[src/logic/adc_pkg.sv]
// package: register map, codes, field layouts and types for the diagnostic checker
// assumes: apb slave with 32-bit data, one aligned word per register
package adc_pkg;

  // ------------------------------------------------------------
  // register byte offsets
  // ------------------------------------------------------------
  localparam logic [7:0] ADC_OFF_DIAG_CFG = 8'h00;
  localparam logic [7:0] ADC_OFF_ACQ_CFG = 8'h04;
  localparam logic [7:0] ADC_OFF_SCAN_CTRL = 8'h08;
  localparam logic [7:0] ADC_OFF_ACC_OV_TH = 8'h0c;
  localparam logic [7:0] ADC_OFF_ACC_UV_TH = 8'h10;
  localparam logic [7:0] ADC_OFF_RESULT_A = 8'h14;
  localparam logic [7:0] ADC_OFF_RESULT_B = 8'h18;
  localparam logic [7:0] ADC_OFF_ALERT_TWO = 8'h1c;
  localparam logic [7:0] ADC_OFF_STATUS = 8'h20;

  // ------------------------------------------------------------
  // field positions
  // ------------------------------------------------------------
  localparam int ADC_SEL_A_LSB = 0;
  localparam int ADC_SEL_B_LSB = 4;
  localparam int ADC_ACC_EN_BIT = 0;
  localparam int ADC_BIPOLAR_BIT = 1;
  localparam int ADC_SCAN_START_BIT = 0;
  localparam int ADC_SCAN_CFG_LSB = 4;
  localparam int ADC_OVSAMPL_LSB = 8;
  localparam int ADC_RESULT_LSB = 2;
  localparam int ADC_ALRT_OV_BIT = 0;
  localparam int ADC_ALRT_UV_BIT = 1;

  // ------------------------------------------------------------
  // codes and reset values
  // ------------------------------------------------------------
  localparam logic [3:0] ADC_SEL_ANALOG_SUPPLY = 4'h2;
  localparam logic [3:0] ADC_SEL_ALT_REF = 4'h3;
  localparam logic [3:0] ADC_SEL_COMP_PATH = 4'h4;
  localparam logic [3:0] ADC_SEL_LOGIC_SUPPLY = 4'hd;
  localparam logic [2:0] ADC_SCAN_COMP_ONLY = 3'h1;
  localparam logic [2:0] ADC_SCAN_COMP_ADC = 3'h2;
  localparam logic [11:0] ADC_DAC_COMP_PATH = 12'h3ff;
  localparam logic [11:0] ADC_ACC_TH_RESET = 12'h3ff;
  localparam logic [31:0] ADC_ZERO_WORD = 32'h0000_0000;
  localparam int ADC_RES_W = 14;

  // ------------------------------------------------------------
  // analog front-end steering
  // ------------------------------------------------------------
  typedef enum logic [2:0] {
    ADC_IN_NONE,
    ADC_IN_QUARTER_REF,
    ADC_IN_ALT_REF,
    ADC_IN_LOGIC_SUPPLY,
    ADC_IN_COMP_PREAMP
  } adc_in_t;

  typedef enum logic [1:0] {
    ADC_REF_PRIMARY,
    ADC_REF_ANALOG_SUPPLY
  } adc_ref_t;

  typedef struct packed {
    adc_in_t in_sel;
    adc_ref_t ref_sel;
    logic unipolar;
    logic amp_primary_ref;
    logic [11:0] dac_code;
    logic convert;
  } adc_afe_t;

  // converter answer
  typedef struct packed {
    logic done;
    logic [ADC_RES_W-1:0] code;
  } adc_conv_t;

endpackage

[src/logic/adc_result_reg.sv]
// holds one diagnostic result word, loaded at the end of its conversion
// assumes: load pulse and data on the same clock
module adc_result_reg #(
  parameter int RES_W = adc_pkg::ADC_RES_W
) (
  // clock and reset
  input wire logic clock_i,
  input wire logic rst_b_i,
  // load
  input wire logic load_i,
  input wire logic [RES_W-1:0] data_i,
  // stored word
  output logic [15:0] word_o
);

  always_ff @(posedge clock_i or negedge rst_b_i) begin
    if (!rst_b_i) begin
      word_o <= 16'h0000;
    end else if (load_i) begin
      word_o <= {data_i, 2'b00};
    end
  end

endmodule

[config.mk]
export PLATFORM = sky130hd
export DESIGN_NAME = adc_result_reg
export DESIGN_NICKNAME = d
export VERILOG_FILES = /design/src/logic/adc_pkg.sv /design/src/logic/adc_result_reg.sv
export SDC_FILE = /design/constraint.sdc
export NUM_CORES = 1
export LEC_CHECK = 0
export BUFFER_PORTS_ARGS = -buffer_cell sky130_fd_sc_hd__buf_2
export CELL_PAD_IN_SITES_DETAIL_PLACEMENT = 0
export CELL_PAD_IN_SITES_GLOBAL_PLACEMENT = 1
export CORE_UTILIZATION = 30
export CTS_CLUSTER_DIAMETER = 30
export CTS_CLUSTER_SIZE = 40
export DETAILED_ROUTE_END_ITERATION = 12
export PLACE_DENSITY = 0.76
export SYNTH_ARGS = -nofsm -noshare
export SYNTH_HDL_FRONTEND = slang
export SYNTH_SLANG_ARGS = --single-unit
[constraint.sdc]
create_clock -name clock_i -period 0.9 [get_ports clock_i]
set_clock_uncertainty 0.05 [all_clocks]
set_input_delay 0.225 -clock clock_i [delete_from_list [all_inputs] [get_ports clock_i]]
set_output_delay 0.225 -clock clock_i [all_outputs]
set_load 0.01 [all_outputs]
==> impl.org <==
** Route
- Count of TritonRoute iterations in the first routing pass :: 2
- Wirelength, routed :: 939 µm
- DRC errors left :: 0
- Via total after detailed routing :: between 300 and 400
- Met3 wirelength from detailed routing :: ~75 µm
- Count of antenna-violating nets left after detailed routing :: 0
- Dividing the detail-routed via count by the number of cells gives 4.13.
- Top routing layer in use :: met3
- Number of DRC markers after the initial detailed-route iteration :: 2
- After detailed routing, the average wire length per cell comes to 10.4 µm.
- WL met2 :: about 470 µm
- For this block, wires on met1 add up to about 400 µm.

** Worst setup path
- Data on the critical path arrives at its endpoint at 800 ps.
- The worst setup path is of the reg -> out kind.
- Measured in cells, the most critical reg-to-reg path has a length of 1.
- The setup check on the worst reg-to-reg path leaves a slack of ~90 ps.
- The worst setup path is launched from a flop.
- The largest single stage delay on the critical path is 390 ps.
- For this design, the slowest cell found on the critical path is sky130_fd_sc_hd__dfrtp_1.
- Counting both buffers and inverters, the worst setup path holds a total of 1.
- Worst setup path endpoint :: word_o[13]
- The kind of cell with the highest combined delay along the critical path is flip-flops.
- Worst R2R Start :: word_o[14]$_DFFE_PN0P_
- In this run the critical register-to-register path is captured at word_o[14]$_DFFE_PN0P_.
- Cell depth of the worst setup path :: 1
- STA classifies the critical path endpoint as an output pin.
- In this run the worst path has a maximum fanout of 2.
- Critical path, cell by cell :: buf_2
- Data required time of the critical path :: roughly 620 ps
- Launch point of the worst path :: word_o[13]$_DFFE_PN0P_

** Synthesis
- Number of synthesized register bits :: 14
- The cell count after synthesis came out at 32.
- Top area cells in the synthesized netlist :: sky130_fd_sc_hd__dfrtp_1, sky130_fd_sc_hd__mux2_2, sky130_fd_sc_hd__buf_4
- The top cell type by area accounts for 65.1% of the synthesized area.
- Of all cell types, the one taking the most synthesized area is sky130_fd_sc_hd__dfrtp_1.
- Post-synthesis instance area :: about 540 µm²
- Share of flip-flops with an asynchronous set or reset after synthesis :: 100%
- Counting flops with a built-in enable in the synthesized netlist gives 0.
- Counting instances in the post-synthesis netlist gives the leading cell types as sky130_fd_sc_hd__dfrtp_1, sky130_fd_sc_hd__mux2_2, sky130_fd_sc_hd__buf_4.
- Among all flip-flop cells after synthesis, the most frequent one is sky130_fd_sc_hd__dfrtp_1.
- Portion of the post-synthesis area used by sequential elements :: approximately 65%
- The synthesized netlist contains 5 unique library cells.
- A synthesized cell averages about 17 µm².
- For this run, the number of Yosys warnings is 0.

** CTS
- Buffer type at the clock tree root :: sky130_fd_sc_hd__clkbuf_4
- TritonCTS built the clock tree.
- Clock tree synthesis inserted a total of 3 buffers.
- After clock tree synthesis, the clock-pin slew on the worst setup and hold paths is approximately 80 ps.
- In this run the number of H-tree levels came out at 1.
- Count of clock tree sinks :: 14
- Bufs on Longest Clock Path :: 2
- Clk Latency, worst-skew pair :: 270 ps

** Power
- Power Density :: about 1800 mW/mm²
- IR analysis of the VDD net gives a maximum drop of ~1300 µV.
- For this design the static power due to leakage is ~0.38 nW.

** Layout
- The largest registers in the layout are word_o: 14 flops.
- Largest reg by FF count :: word_o
- Count of nets after finishing :: 84
- Relative to the synthesized area, the layout overhead comes to 42.8%.
- Number of inserted diodes :: 0
- Fillers :: about 150
- The finished layout holds 90 standard cells, fillers aside.
- Share of final-layout standard cells stronger than drive strength 1 :: around 74%
- The register with the most flip-flops in the layout has 14 of them.

** Floorplan
- Horizontal extent of the die :: around 44 µm
- Die Y-Extent :: roughly 44 µm
- Floorplan row count :: 14
- Starting density of the core :: between 30% and 40%
- 33 I/O pins were placed.
- Std-Cell Core Area :: 0.00159 mm²
- Die area :: 0.00197 mm²

** STA
- Setup violations remaining at the end of the flow were counted as 14.
- For this run, the top clock speed supported by timing is 0.933 GHz.
- The routed design could run at a clock period as short as roughly 1100 ps.
- Hold_ws :: around 130 ps
- Setup repair after global routing could not meet its margin everywhere.
- The max-slew violation count was 0.
- After layout, the worst setup slack is -172 ps.
- Of the available clock period, the critical path in the final layout requires 119%.
- Count of endpoints failing hold in the final timing report :: 0

** Run status
- Status :: finished with violations
- The checks that failed: negative setup slack.

** Run
- The tool flagged a number of max-cap violations equal to 0.

** Hold path
- Type of the tightest min-delay check :: in -> reg

** Place
- Number of instances in the placed design :: 85
- The congestion estimate from routability-driven global placement came to slightly above 0.6.
- # port buffers :: 30

** GRT
- Total gr overflow :: 0
- The number of global-route vias before repair is 340.
- The number of antenna violations at the first check in global routing came to 0.
- Global-route wire length before repair :: roughly 1500 µm
- Pin count of the biggest net entering global routing :: 15
- Global routing used between 10 and 15% of the available tracks across all layers.
-- per-stage QoR --
step	setup TNS [ps]	utilization, %	worst slack, ps	instance area [µm²]	power (mW)
6_report	-2280	48.2	-172	768	1.40
5_1_grt	-3020	48.2	-231	768	1.49
4_1_cts	-2560	47.8	-197	762	1.42
3_5_place_dp	-1040	44.9	-78.6	716	0.970
3_3_place_gp	-970	44.9	-74.5	716	0.966
2_1_floorplan	0	-	68.2	542	0.850
-- final cells by class --
type,instances,area [µm²],area share (%)
sequential,14,350,45.6
timing repair buffer,32,186,24.3
multi-input combinational,16,165,21.5
clock buffer,4,36.3,4.72
tap,24,30.0,3.91
-- worst min-delay path by stage --
| stage | from | endpoint | cells past startpoint |
|---|---|---|---|
| global placement | rst_b_i | word_o[12]$_DFFE_PN0P_ | 1 |
| CTS | data_i[5] | word_o[7]$_DFFE_PN0P_ | 2 |
| floorplan | rst_b_i | word_o[10]$_DFFE_PN0P_ | 0 |
| global route | data_i[5] | word_o[7]$_DFFE_PN0P_ | 2 |
| detailed placement | rst_b_i | word_o[14]$_DFFE_PN0P_ | 1 |
| finish | data_i[5] | word_o[7]$_DFFE_PN0P_ | 2 |
-- kinds of logic after synthesis --
group	count (synthesis)	synth area share (%)
other cells	1	0.697
mux	14	29.3
buf+inv	3	4.88
flops	14	65.1
-- cells in the final DEF (no fill, tap or decap) --
cell type	n
sky130_fd_sc_hd__conb_1	2
sky130_fd_sc_hd__dlygate4sd3_1	1
sky130_fd_sc_hd__mux2_2	14
sky130_fd_sc_hd__buf_12	1
sky130_fd_sc_hd__clkbuf_8	1
sky130_fd_sc_hd__clkbuf_4	3
sky130_fd_sc_hd__dfrtp_1	14
sky130_fd_sc_hd__buf_2	29
sky130_fd_sc_hd__buf_6	1
-- where the power goes --
part           leakage (nW)  switching [mW]  total (mW)  internal, mW
clock                0.0210           0.188       0.434         0.246
combinational         0.196           0.105       0.242         0.138
sequential            0.164          0.0281       0.719         0.691
total                 0.380           0.321        1.40          1.07
-- repair_timing --
| item | 4_1_cts | 5_1_grt |
|---|---|---|
| endpoints found under the hold margin | 14 | 0 |
| hold buffers | 1 | 0 |
| endpoints found under the setup margin | 14 | 14 |
| resized for setup | 0 | 1 |
| buffers inserted | 0 | 0 |
-- metal layers --
layer / vias up / global-route usage [%]
met5: - / 0
met4: 0 / 5.45
met3: 0 / 6.53
met1: 181 / 12.5
met2: 18 / 17.1
li1: 173 / -
(Power assumes the default switching activity.)
